## config.mk

```make
export PLATFORM = sky130hd
export DESIGN_NAME = scd_dispatch
export DESIGN_NICKNAME = d
export VERILOG_FILES = /design/src/include/scd_pkg.sv /design/src/include/scd_fifo_if.sv /design/src/hdl/scd_fifo.sv /design/src/hdl/scd_dispatch.sv
export VERILOG_INCLUDE_DIRS = /design/src /design/src/include
export SDC_FILE = /design/constraint.sdc
export NUM_CORES = 1
export LEC_CHECK = 0
export BUFFER_PORTS_ARGS = -buffer_cell sky130_fd_sc_hd__buf_2
export CORE_MARGIN = 4
export CORE_UTILIZATION = 30
export DETAILED_ROUTE_END_ITERATION = 7
export PLACE_DENSITY = 0.45
export SYNTH_ARGS = -nofsm -noshare
export SYNTH_HDL_FRONTEND = slang
export SYNTH_SLANG_ARGS = --single-unit
export TNS_END_PERCENT = 50
```

## constraint.sdc

```tcl
create_clock -name mclk -period 7.25 [get_ports mclk]
set_input_delay 0.725 -clock mclk [delete_from_list [all_inputs] [get_ports mclk]]
set_output_delay 0.725 -clock mclk [all_outputs]
set_load 0.005 [all_outputs]
```

## src/include/scd_defines.svh

```systemverilog
// Command codes, phase codes and timing constants of the target dispatcher
`ifndef SCD_DEFINES_SVH
`define SCD_DEFINES_SVH

`define SCD_C_RECV_NCMD 8'h28
`define SCD_C_RECV_NMSG 8'h29
`define SCD_C_RESEL_NTERM 8'h2A
`define SCD_C_RESEL_NLINK 8'h2B
`define SCD_C_DISC_SEQ2 8'h2C
`define SCD_C_RESEL 8'h30
`define SCD_C_SET_REQ 8'h31
`define SCD_C_CLR_REQ 8'h32
`define SCD_C_DISCONNECT 8'h33
`define SCD_C_SEND_PIO 8'h34
`define SCD_C_SEND_DMA 8'h35
`define SCD_C_RECV_PIO 8'h36
`define SCD_C_RECV_DMA 8'h37
`define SCD_C_SEND_MSG 8'h38
`define SCD_C_RECV_MSG 8'h39
`define SCD_C_SEND_STAT 8'h3A
`define SCD_C_RECV_CDB 8'h3B
`define SCD_C_SW_RESET 8'h40
`define SCD_C_XFER_RESET 8'h41
`define SCD_C_BUS_RESET 8'h42
`define SCD_C_SETUP 8'h43
`define SCD_C_INIT_DIAG 8'h44
`define SCD_C_TARG_DIAG 8'h45
`define SCD_C_SELFTEST_EXIT 8'h46
`define SCD_C_PAUSE 8'h47
`define SCD_C_HOLD_RST 8'h48
`define SCD_C_FREE_RST 8'h49

// Bus phase as {msg, c/d, i/o}
`define SCD_PH_DOUT 3'h0
`define SCD_PH_DIN 3'h1
`define SCD_PH_CMD 3'h2
`define SCD_PH_STAT 3'h3
`define SCD_PH_MOUT 3'h6
`define SCD_PH_MIN 3'h7

`define SCD_DIAG_OFF 2'h0
`define SCD_DIAG_INIT 2'h1
`define SCD_DIAG_TARG 2'h2

`define SCD_MCLK_MHZ 200
`define SCD_BUS_RST_NS 25000
`define SCD_FIFO_DEPTH 8
`define SCD_FIFO_WIDTH 8

`endif

```

## src/include/scd_pkg.sv

```systemverilog
// Types shared by the target command dispatcher
package scd_pkg;
  typedef enum logic [2:0] {
    ST_IDLE = 3'b000,
    ST_LOAD = 3'b001,
    ST_RESEL = 3'b010,
    ST_REQ = 3'b011,
    ST_ACK = 3'b100
  } scd_state_e;

  typedef enum logic [2:0] {
    K_END = 3'b000,
    K_RESEL = 3'b001,
    K_SEND = 3'b010,
    K_RECV = 3'b011,
    K_DISC = 3'b100
  } scd_kind_e;

  typedef enum logic [1:0] {
    N_ONE = 2'b00,
    N_MC = 2'b01,
    N_DATA = 2'b10,
    N_CDB = 2'b11
  } scd_cnt_e;

  typedef struct packed {
    scd_kind_e kind;
    logic [2:0] phase;
    scd_cnt_e cnt;
  } scd_seg_s;
endpackage

```

## src/include/scd_fifo_if.sv

```systemverilog
// Valid/ready carrier between the dispatcher and its outgoing byte FIFO
`timescale 1ns/1ps
interface scd_fifo_if #(parameter int W = 8);
  logic wr_valid;
  logic wr_ready;
  logic [W-1:0] wr_data;
  logic rd_valid;
  logic rd_ready;
  logic [W-1:0] rd_data;
  logic clr;
  modport fifo(input wr_valid, input wr_data, input rd_ready, input clr,
               output wr_ready, output rd_valid, output rd_data);
  modport user(output wr_valid, output wr_data, output rd_ready, output clr,
               input wr_ready, input rd_valid, input rd_data);
endinterface

```

## src/hdl/scd_fifo.sv

```systemverilog
// Parameterised first-word-fall-through byte FIFO
`timescale 1ns/1ps
module scd_fifo #(
  parameter int W = 8,
  parameter int D = 8
) (
  input wire logic mclk,
  input wire logic rst,
  scd_fifo_if.fifo f
);
  localparam int AW = $clog2(D);
  localparam logic [AW:0] FULL = (AW+1)'(D);

  logic [W-1:0] mem_q [D];
  logic [AW-1:0] wp_q, wp_d, rp_q, rp_d;
  logic [AW:0] cnt_q, cnt_d;
  logic push, pop;

  assign f.wr_ready = (cnt_q != FULL);
  assign f.rd_valid = (cnt_q != '0);
  assign f.rd_data = mem_q[rp_q];
  assign push = f.wr_valid && f.wr_ready && !f.clr;
  assign pop = f.rd_valid && f.rd_ready && !f.clr;

  always_comb begin
    wp_d = wp_q;
    rp_d = rp_q;
    cnt_d = cnt_q;
    if (f.clr) begin
      wp_d = '0;
      rp_d = '0;
      cnt_d = '0;
    end else begin
      if (push) begin
        wp_d = (wp_q == AW'(D - 1)) ? '0 : wp_q + 1'b1;
      end
      if (pop) begin
        rp_d = (rp_q == AW'(D - 1)) ? '0 : rp_q + 1'b1;
      end
      cnt_d = cnt_q + (AW+1)'(push) - (AW+1)'(pop);
    end
  end

  always_ff @(posedge mclk or posedge rst) begin
    if (rst) begin
      wp_q <= '0;
      rp_q <= '0;
      cnt_q <= '0;
    end else begin
      wp_q <= wp_d;
      rp_q <= rp_d;
      cnt_q <= cnt_d;
    end
  end

  // Storage needs no reset; valid is tracked by the count
  always_ff @(posedge mclk) begin
    if (push) begin
      mem_q[wp_q] <= f.wr_data;
    end
  end
endmodule

```

## src/hdl/scd_dispatch.sv

```systemverilog
// Target command decoder and bus phase sequencer
`timescale 1ns/1ps
`include "scd_defines.svh"

module scd_dispatch
  import scd_pkg::*;
#(
  parameter int unsigned RST_CYCLES = `SCD_BUS_RST_NS * `SCD_MCLK_MHZ / 1000
) (
  input wire logic mclk,
  input wire logic rst,
  input wire logic cmd_valid,
  input wire logic [7:0] cmd_code,
  input wire logic [7:0] msg_cmd_byte_count,
  input wire logic [2:0] target_peer_identifier,
  input wire logic [7:0] data_block_count,
  input wire logic [7:0] data_byte_count,
  input wire logic tx_valid,
  input wire logic [7:0] tx_data,
  output logic tx_ready,
  input wire logic dma_valid,
  input wire logic [7:0] dma_data,
  output logic dma_ready,
  output logic rx_valid,
  output logic [7:0] rx_data,
  output logic rx_to_dma,
  input wire logic bus_ack,
  input wire logic bus_resel_ack,
  input wire logic [7:0] bus_data_in,
  output logic bus_req,
  output logic bus_bsy,
  output logic bus_resel,
  output logic [2:0] bus_resel_id,
  output logic [2:0] bus_phase,
  output logic [7:0] bus_data_out,
  output logic bus_data_oe,
  output logic bus_rst,
  output logic busy,
  output logic halted,
  output logic cmd_done,
  output logic cmd_reject,
  output logic pause_done,
  output logic setup_valid,
  output logic [1:0] diag_mode
);
  ////////////////////////////////////////////////////////////////////////////
  scd_fifo_if #(.W(`SCD_FIFO_WIDTH)) fq ();

  scd_fifo #(.W(`SCD_FIFO_WIDTH), .D(`SCD_FIFO_DEPTH)) scd_fifo_i (
    .mclk(mclk),
    .rst(rst),
    .f(fq)
  );

  logic ack_m_q, ack_s_q, rack_m_q, rack_s_q;
  logic [7:0] din_m_q, din_s_q;

  // Bus inputs come from another domain
  always_ff @(posedge mclk or posedge rst) begin
    if (rst) begin
      ack_m_q <= 1'b0;
      ack_s_q <= 1'b0;
      rack_m_q <= 1'b0;
      rack_s_q <= 1'b0;
      din_m_q <= 8'h00;
      din_s_q <= 8'h00;
    end else begin
      ack_m_q <= bus_ack;
      ack_s_q <= ack_m_q;
      rack_m_q <= bus_resel_ack;
      rack_s_q <= rack_m_q;
      din_m_q <= bus_data_in;
      din_s_q <= din_m_q;
    end
  end

  ////////////////////////////////////////////////////////////////////////////
  function automatic scd_seg_s seg_of(input logic [7:0] c, input logic [2:0] s);
    scd_seg_s g;
    g = '{kind: K_END, phase: `SCD_PH_DOUT, cnt: N_ONE};
    case (c)
      `SCD_C_RECV_NCMD: if (s == 3'h0) g = '{K_RECV, `SCD_PH_CMD, N_MC};
      `SCD_C_RECV_NMSG: if (s == 3'h0) g = '{K_RECV, `SCD_PH_MOUT, N_MC};
      `SCD_C_RESEL_NTERM, `SCD_C_RESEL_NLINK: begin
        case (s)
          3'h0: g = '{K_RESEL, `SCD_PH_MIN, N_ONE};
          3'h1: g = '{K_SEND, `SCD_PH_MIN, N_MC};
          3'h2: g = '{K_SEND, `SCD_PH_STAT, N_ONE};
          3'h3: g = '{K_SEND, `SCD_PH_MIN, N_ONE};
          3'h4: if (c == `SCD_C_RESEL_NTERM) g = '{K_DISC, `SCD_PH_DOUT, N_ONE};
          default: g.kind = K_END;
        endcase
      end
      `SCD_C_DISC_SEQ2: begin
        if (s == 3'h0) g = '{K_SEND, `SCD_PH_MIN, N_ONE};
        if (s == 3'h1) g = '{K_DISC, `SCD_PH_DOUT, N_ONE};
      end
      `SCD_C_RESEL: if (s == 3'h0) g = '{K_RESEL, `SCD_PH_DOUT, N_ONE};
      `SCD_C_DISCONNECT: if (s == 3'h0) g = '{K_DISC, `SCD_PH_DOUT, N_ONE};
      `SCD_C_SEND_PIO, `SCD_C_SEND_DMA:
        if (s == 3'h0) g = '{K_SEND, `SCD_PH_DIN, N_DATA};
      `SCD_C_RECV_PIO, `SCD_C_RECV_DMA:
        if (s == 3'h0) g = '{K_RECV, `SCD_PH_DOUT, N_DATA};
      `SCD_C_SEND_MSG: if (s == 3'h0) g = '{K_SEND, `SCD_PH_MIN, N_ONE};
      `SCD_C_RECV_MSG: if (s == 3'h0) g = '{K_RECV, `SCD_PH_MOUT, N_ONE};
      `SCD_C_SEND_STAT: if (s == 3'h0) g = '{K_SEND, `SCD_PH_STAT, N_ONE};
      `SCD_C_RECV_CDB: if (s == 3'h0) g = '{K_RECV, `SCD_PH_CMD, N_CDB};
      default: g.kind = K_END;
    endcase
    return g;
  endfunction

  // Remaining bytes after the opcode, by group code
  function automatic logic [15:0] cdb_rest(input logic [7:0] op);
    case (op[7:5])
      3'h1, 3'h2: return 16'h0009;
      3'h5: return 16'h000B;
      default: return 16'h0005;
    endcase
  endfunction

  ////////////////////////////////////////////////////////////////////////////
  scd_state_e st_q, st_d;
  logic [7:0] cmd_q, cmd_d;
  logic [2:0] step_q, step_d;
  logic [15:0] cnt_q, cnt_d;
  logic cdb_q, cdb_d, pause_q, pause_d, halt_q, halt_d;
  logic req_q, req_d, bsy_q, bsy_d, resel_q, resel_d, oe_q, oe_d;
  logic [2:0] rid_q, rid_d, ph_q, ph_d;
  logic [7:0] dout_q, dout_d, rx_q, rx_d;
  logic rxv_q, rxv_d, rxdma_q, rxdma_d, done_q, done_d, rej_q, rej_d;
  logic pdone_q, pdone_d, setup_q, setup_d, hold_q, hold_d, brst_q, brst_d;
  logic [1:0] diag_q, diag_d;
  logic [15:0] rcnt_q, rcnt_d;
  logic src_dma_q, src_dma_d, busy_q, busy_d, clr;
  scd_seg_s seg;
  logic is_seq, is_com, is_send, data_ph;

  assign seg = seg_of(cmd_q, step_q);
  assign is_send = (seg.kind == K_SEND);
  assign is_seq = (cmd_code >= `SCD_C_RECV_NCMD && cmd_code <= `SCD_C_DISC_SEQ2) ||
                  (cmd_code >= `SCD_C_RESEL && cmd_code <= `SCD_C_RECV_CDB);
  assign is_com = cmd_code >= `SCD_C_SW_RESET && cmd_code <= `SCD_C_FREE_RST;
  assign data_ph = (st_q == ST_REQ || st_q == ST_ACK) &&
                   (seg.phase == `SCD_PH_DIN || seg.phase == `SCD_PH_DOUT);

  // Outgoing bytes come from the host port, or from DMA for 35h
  assign fq.wr_valid = src_dma_q ? dma_valid : tx_valid;
  assign fq.wr_data = src_dma_q ? dma_data : tx_data;
  assign tx_ready = fq.wr_ready && !src_dma_q;
  assign dma_ready = fq.wr_ready && src_dma_q;
  assign fq.rd_ready = (st_q == ST_REQ) && is_send && !req_q;
  assign fq.clr = clr;

  always_comb begin
    st_d = st_q; cmd_d = cmd_q; step_d = step_q; cnt_d = cnt_q;
    cdb_d = cdb_q; pause_d = pause_q; halt_d = halt_q;
    req_d = req_q; bsy_d = bsy_q; resel_d = resel_q; oe_d = oe_q;
    rid_d = rid_q; ph_d = ph_q; dout_d = dout_q; rx_d = rx_q;
    rxv_d = 1'b0; rxdma_d = rxdma_q; done_d = 1'b0; rej_d = 1'b0;
    pdone_d = 1'b0; setup_d = 1'b0; hold_d = hold_q; diag_d = diag_q;
    rcnt_d = (rcnt_q != 16'h0000) ? rcnt_q - 16'h0001 : 16'h0000;
    src_dma_d = src_dma_q; clr = 1'b0;
    case (st_q)
      ST_IDLE: begin
        src_dma_d = 1'b0;
        if (cmd_valid && is_seq && !halt_q) begin
          cmd_d = cmd_code; step_d = 3'h0; pause_d = 1'b0;
          src_dma_d = (cmd_code == `SCD_C_SEND_DMA);
          rxdma_d = (cmd_code == `SCD_C_RECV_DMA);
          st_d = ST_LOAD;
          if (cmd_code == `SCD_C_SET_REQ || cmd_code == `SCD_C_CLR_REQ) begin
            req_d = (cmd_code == `SCD_C_SET_REQ);
            done_d = 1'b1;
            st_d = ST_IDLE;
          end
        end
      end
      ST_LOAD: begin
        case (seg.kind)
          K_RESEL: begin
            resel_d = 1'b1; rid_d = target_peer_identifier; ph_d = seg.phase;
            st_d = ST_RESEL;
          end
          K_DISC: begin
            bsy_d = 1'b0; ph_d = `SCD_PH_DOUT; step_d = step_q + 3'h1;
          end
          K_SEND, K_RECV: begin
            ph_d = seg.phase; cdb_d = (seg.cnt == N_CDB); st_d = ST_REQ;
            case (seg.cnt)
              N_MC: cnt_d = {8'h00, msg_cmd_byte_count};
              N_DATA: cnt_d = {data_block_count, data_byte_count};
              default: cnt_d = 16'h0001;
            endcase
            if (cnt_d == 16'h0000) begin
              step_d = step_q + 3'h1; st_d = ST_LOAD;
            end
          end
          default: begin
            done_d = 1'b1; st_d = ST_IDLE;
          end
        endcase
      end
      ST_RESEL: begin
        if (rack_s_q) begin
          resel_d = 1'b0; bsy_d = 1'b1; step_d = step_q + 3'h1; st_d = ST_LOAD;
        end
      end
      ST_REQ: begin
        if (!req_q) begin
          if (!is_send) begin
            req_d = 1'b1;
          end else if (fq.rd_valid) begin
            // Data settles with REQ; the initiator samples on ACK
            dout_d = fq.rd_data; oe_d = 1'b1; req_d = 1'b1;
          end
        end else if (ack_s_q) begin
          req_d = 1'b0; st_d = ST_ACK;
          if (!is_send) begin
            rx_d = din_s_q; rxv_d = 1'b1;
            if (cdb_q) begin
              cdb_d = 1'b0; cnt_d = cdb_rest(din_s_q) + 16'h0001;
            end
          end
        end
      end
      ST_ACK: begin
        if (!ack_s_q) begin
          oe_d = 1'b0; cnt_d = cnt_q - 16'h0001;
          st_d = ST_REQ;
          if (pause_q) begin
            pause_d = 1'b0; pdone_d = 1'b1; st_d = ST_IDLE;
          end else if (cnt_d == 16'h0000) begin
            step_d = step_q + 3'h1; st_d = ST_LOAD;
          end
        end
      end
      default: st_d = ST_IDLE;
    endcase
    // Common commands take effect in any state; while halted only 40h is taken, the others are rejected
    if (cmd_valid && is_com) begin
      if (halt_q && cmd_code != `SCD_C_SW_RESET) begin
        rej_d = 1'b1;
      end else begin
        done_d = 1'b1;
        case (cmd_code)
          `SCD_C_SW_RESET: begin
            done_d = 1'b0; halt_d = !halt_q; clr = 1'b1;
            st_d = ST_IDLE; req_d = 1'b0; bsy_d = 1'b0; resel_d = 1'b0;
            oe_d = 1'b0; hold_d = 1'b0; rcnt_d = 16'h0000; diag_d = `SCD_DIAG_OFF;
          end
          `SCD_C_XFER_RESET: begin
            clr = 1'b1; st_d = ST_IDLE; req_d = 1'b0; resel_d = 1'b0; oe_d = 1'b0;
          end
          `SCD_C_BUS_RESET: rcnt_d = 16'(RST_CYCLES);
          `SCD_C_SETUP: setup_d = 1'b1;
          `SCD_C_INIT_DIAG: diag_d = `SCD_DIAG_INIT;
          `SCD_C_TARG_DIAG: diag_d = `SCD_DIAG_TARG;
          `SCD_C_SELFTEST_EXIT: diag_d = `SCD_DIAG_OFF;
          `SCD_C_PAUSE: begin
            // Only a data phase can be paused, at a byte boundary
            done_d = 1'b0;
            if (data_ph) pause_d = 1'b1;
            else pdone_d = 1'b1;
          end
          `SCD_C_HOLD_RST: hold_d = 1'b1;
          `SCD_C_FREE_RST: hold_d = 1'b0;
          default: done_d = 1'b0;
        endcase
      end
    end else if (cmd_valid && !(is_seq && st_q == ST_IDLE && !halt_q)) begin
      rej_d = 1'b1;
    end
    brst_d = hold_d || (rcnt_d != 16'h0000);
    busy_d = (st_d != ST_IDLE);
  end

  always_ff @(posedge mclk or posedge rst) begin
    if (rst) begin
      st_q <= ST_IDLE; cmd_q <= 8'h00; step_q <= 3'h0; cnt_q <= 16'h0000;
      cdb_q <= 1'b0; pause_q <= 1'b0; halt_q <= 1'b0;
      req_q <= 1'b0; bsy_q <= 1'b0; resel_q <= 1'b0; oe_q <= 1'b0;
      rid_q <= 3'h0; ph_q <= `SCD_PH_DOUT; dout_q <= 8'h00; rx_q <= 8'h00;
      rxv_q <= 1'b0; rxdma_q <= 1'b0; done_q <= 1'b0; rej_q <= 1'b0;
      pdone_q <= 1'b0; setup_q <= 1'b0; hold_q <= 1'b0; brst_q <= 1'b0;
      diag_q <= `SCD_DIAG_OFF; rcnt_q <= 16'h0000; src_dma_q <= 1'b0; busy_q <= 1'b0;
    end else begin
      st_q <= st_d; cmd_q <= cmd_d; step_q <= step_d; cnt_q <= cnt_d;
      cdb_q <= cdb_d; pause_q <= pause_d; halt_q <= halt_d;
      req_q <= req_d; bsy_q <= bsy_d; resel_q <= resel_d; oe_q <= oe_d;
      rid_q <= rid_d; ph_q <= ph_d; dout_q <= dout_d; rx_q <= rx_d;
      rxv_q <= rxv_d; rxdma_q <= rxdma_d; done_q <= done_d; rej_q <= rej_d;
      pdone_q <= pdone_d; setup_q <= setup_d; hold_q <= hold_d; brst_q <= brst_d;
      diag_q <= diag_d; rcnt_q <= rcnt_d; src_dma_q <= src_dma_d; busy_q <= busy_d;
    end
  end

  ////////////////////////////////////////////////////////////////////////////
  assign rx_valid = rxv_q;
  assign rx_data = rx_q;
  assign rx_to_dma = rxdma_q;
  assign bus_req = req_q;
  assign bus_bsy = bsy_q;
  assign bus_resel = resel_q;
  assign bus_resel_id = rid_q;
  assign bus_phase = ph_q;
  assign bus_data_out = dout_q;
  assign bus_data_oe = oe_q;
  assign bus_rst = brst_q;
  assign busy = busy_q;
  assign halted = halt_q;
  assign cmd_done = done_q;
  assign cmd_reject = rej_q;
  assign pause_done = pdone_q;
  assign setup_valid = setup_q;
  assign diag_mode = diag_q;
endmodule

```

==> summary.txt <==
Cells and area
  • Final net count: 986
  • Layout cells sized above 1: 0.228
  • Syn-to-layout area delta: 17.4%
  • Fill cell count: 3027
  • Multi-input logic area: 3920 sq um
  • Antenna diodes: 0
  • Finished Layout Cells: 1301
  • Reg area: 4850 sq um

Timing
  • Fin crit share: 0.554
  • Max-Slew Margin vs Limit: 0.308
  • Post-route minimum period: 4.01 ns
  • Worst Tran Pin Value: 1.03 ns
  • Max Clock Freq: 249 MHz
  • Hold_ws: 0.351 ns
  • RSZ-0062 raised after global routing: false
  • Final Hold Vio Count: 0
  • Final setup violation count: 0
  • Clock skew: 0.0148 ns
  • Setup_tns: 0 ns
  • Final Max Slew Viols: 0

GRT
  • Largest net degree at the start of global routing: 67
  • GR Util All Layers: 0.144
  • Global-route wire length before repair: 38100 um
  • Initial antenna violation count: 1
  • GR Overflow Total: 0
  • Vias in the first global route: 6553

Worst setup path
  • WP data required: 7.57 ns
  • Setup CP Type: flip-flop to flip-flop
  • Cell Chain, Critical Path: inv_1, ha_1, nand3_1, o21ai_0, nand2_1, a211oi_1, inv_1, ha_1, a221oi_1, nand2_1, a2111o_1, a21oi_1, o31ai_1, a21oi_1, mux2_2
  • Worst EP arrival: 4.33 ns
  • CP max-delay cell: a211oi_1
  • FF-to-FF setup slack: 3.24 ns
  • Startpoint types: flip-flop
  • Worst setup EP type: flip-flop
  • Worst reg2reg path depth: 15
  • Critical-path maximum fanout: 10
  • Reg2reg start: step_q[0]
  • CP peak stage delay: 0.51 ns
  • Worst R2R End: step_q[2]

Hold path
  • Worst hold stages: 0
  • Worst min-delay path class: flip-flop to flip-flop
  • Hold endpoint: din_s_q[4]
  • HP Start: din_m_q[4]

Floorplanning
  • Die height: 181 um
  • Die ar.: 32900 sq um
  • Die width: 181 um
  • Io pins: 105
  • Starting density of the core: 0.304
  • Core Area: 29600 sq um
  • Row cnt: 63

Clocking
  • TritonCTS Buffers: 17
  • Max Buffers Root-to-Sink: 2
  • # hold bufs at CTS: 0
  • H-tree depth: 4
  • Post-cts sizing count: 0
  • Clk_lat worst skew: 0.44 ns
  • Clock sinks: 181
  • Root Buffer: clkbuf_16
  • Post-CTS setup buffers: 0
  • CTS tree: yes
  • Clk slew on worst S/H paths: 0.08 ns

Place
  • GP Congestion: 0.814
  • PortBufs: 104
  • Placed Cells: 1269
  • HPWL Detailed: 16500 um

Synth
  • EDFF count, synth: 64
  • Post-synth top cells: dfrtp_1 (117), nor2_1 (78), edfxtp_1 (64)
  • Mapped Cells: 813
  • Syn_area_per_cell: 11.1 sq um
  • Warnings from Yosys: 0
  • #FFs+latches synth: 181
  • Synth Cell Area: 9000 sq um
  • Synth top area cells: dfrtp_1 (33%), edfxtp_1 (21%), mux4_2 (4.0%)
  • Net Count, Synth: 901
  • Ys async rst share: 0.646
  • Post-synth top area share: 0.325
  • Dominant synthesized flop cell: dfrtp_1
  • Yosys cell types: 74
  • Area leader, netlist: dfrtp_1
  • Sequential area share after synthesis: 0.539
  • Most common cell in the netlist: dfrtp_1

Detailed routing
  • Total Wirelength: 23300 um
  • Via Count: 6576
  • Top routing layer used: met5
  • Routed len/inst: 17.9 um
  • 1st-iter DRT viols: 424
  • TritonRoute pass-1 iters: 5
  • WL met1: 11300 um
  • Wire length on met2: 10900 um
  • Vias per cell: 5.05
  • WL met3: 930 um
  • DR DRC count: 0
  • DRT antenna net count: 0

Power
  • Max IR drop VDD: 0.000149 V
  • Pleak: 4.28 nW
  • Clock group share of total power: 0.299
  • Internal power: 2.09 mW
  • Comb power frac: 0.253
  • Switching Power: 1.17 mW
  • Power Dens Cells: 308 nW/um^2
  • Flop pwr share: 0.448
  • Net Sw Frac: 0.358

Job
  • Max_cap viols: 0

Run status
  • Status: completed
layout by cell type, fill, tap and decap left out, types with 4 or more instances in the layout:
cell type | netlist | layout
nor2b_1 | 12 | 12
or3_1 | 8 | 8
a21o_1 | 4 | 4
nor4_1 | 12 | 12
o31ai_1 | 20 | 20
o31a_1 | 6 | 6
xor2_1 | 4 | 4
a22oi_1 | 14 | 14
dfrtp_1 | 117 | 117
xnor2_1 | 12 | 12
and3_1 | 5 | 5
nand2b_1 | 10 | 10
nor3b_2 | 1 | 5
buf_2 | 3 | 104
and2_1 | 5 | 5
a21boi_0 | 4 | 4
nand2_1 | 55 | 55
mux4_2 | 16 | 16
ha_1 | 21 | 21
nor3_1 | 30 | 28
a211oi_1 | 5 | 4
clkbuf_16 | 0 | 17
nor3b_1 | 9 | 5
clkinv_8 | 0 | 5
nor4b_1 | 4 | 4
nor2_1 | 78 | 78
mux2i_1 | 13 | 13
inv_1 | 29 | 28
a21oi_1 | 43 | 43
o21ai_0 | 48 | 48
buf_4 | 0 | 7
nand3_1 | 15 | 15
inv_12 | 0 | 4
mux2_2 | 28 | 28
nand4_1 | 7 | 7
edfxtp_1 | 64 | 64
a31oi_1 | 4 | 4
worst max-delay path by stage:
stage / slack (ns) / end / start / depth (start not counted)
floorplan: 3.42 / ack_m_q / rst / 1
global placement: 3.34 / step_q[0] / step_q[0] / 15
global route: 2.80 / step_q[2] / step_q[0] / 15
finish: 3.24 / step_q[2] / step_q[0] / 15
CTS: 3.17 / step_q[2] / step_q[0] / 15
detailed placement: 3.19 / step_q[2] / step_q[0] / 15
kinds of logic (layout without fill, tap and decap cells):
group | after synthesis | count (layout) | share of synthesized area
buffers and inverters | 74 | 172 | 0.0313
multiplexers | 57 | 57 | 0.0895
AO/OA/AOI/OAI | 186 | 186 | 0.135
XOR/XNOR | 16 | 16 | 0.0156
AND/OR/NAND/NOR | 277 | 277 | 0.159
adder cells (fa/ha/maj) | 22 | 22 | 0.0314
flip-flops | 181 | 181 | 0.539
flip-flops by register name, indices dropped and copies added (netlist names), 4 cells and up:
| register | cells |
|---|---|
| scd_fifo_i.cnt_q | 4 |
| rx_data | 8 |
| din_m_q | 8 |
| din_s_q | 8 |
| scd_fifo_i.mem_q | 64 |
| cmd_q | 8 |
| bus_data_out | 8 |
| cnt_q | 16 |
| rcnt_q | 16 |
power groups by stage:
stage	clock, mW	sequential (mW)	combinational, mW
2_1_floorplan	0	1.38	0.657
3_3_place_gp	0	1.48	0.829
3_5_place_dp	0	1.48	0.830
4_1_cts	1.01	1.46	0.835
5_1_grt	1.05	1.49	0.938
6_report	0.975	1.46	0.823
per-layer routing:
metal	GRT usage	up-vias
met5	0	-
met4	0.0288	2
met3	0.0274	11
met2	0.226	151
met1	0.210	3226
li1	-	3186
per-stage QoR:
stage           util  setup slack [ns]  total power, mW  instance area, sq um
2_1_floorplan      -              3.42             2.03                  9000
3_3_place_gp   0.335              3.34             2.31                  9940
3_5_place_dp   0.335              3.19             2.31                  9940
4_1_cts        0.357              3.17             3.30                 10600
5_1_grt        0.357              2.80             3.48                 10600
6_report       0.357              3.24             3.26                 10600
critical path, delay by kind of cell (launching register included):
family	cells	cell delay [ns]
AND/OR/NAND/NOR	3	0.26
adder cells (fa/ha/maj)	2	0.63
flip-flops	1	0.44
buffers and inverters	2	0.20
multiplexers	1	0.38
AO/OA/AOI/OAI	7	1.99
area by class of cell:
type	instances	share of cell area
clock inverter	15	0.0195
tap	390	0.0462
multi-input combinational	558	0.371
clock buffer	17	0.0402
timing repair buffer	111	0.0542
inverter	29	0.0105
sequential	181	0.459
Power figures use the tool's default switching activity.
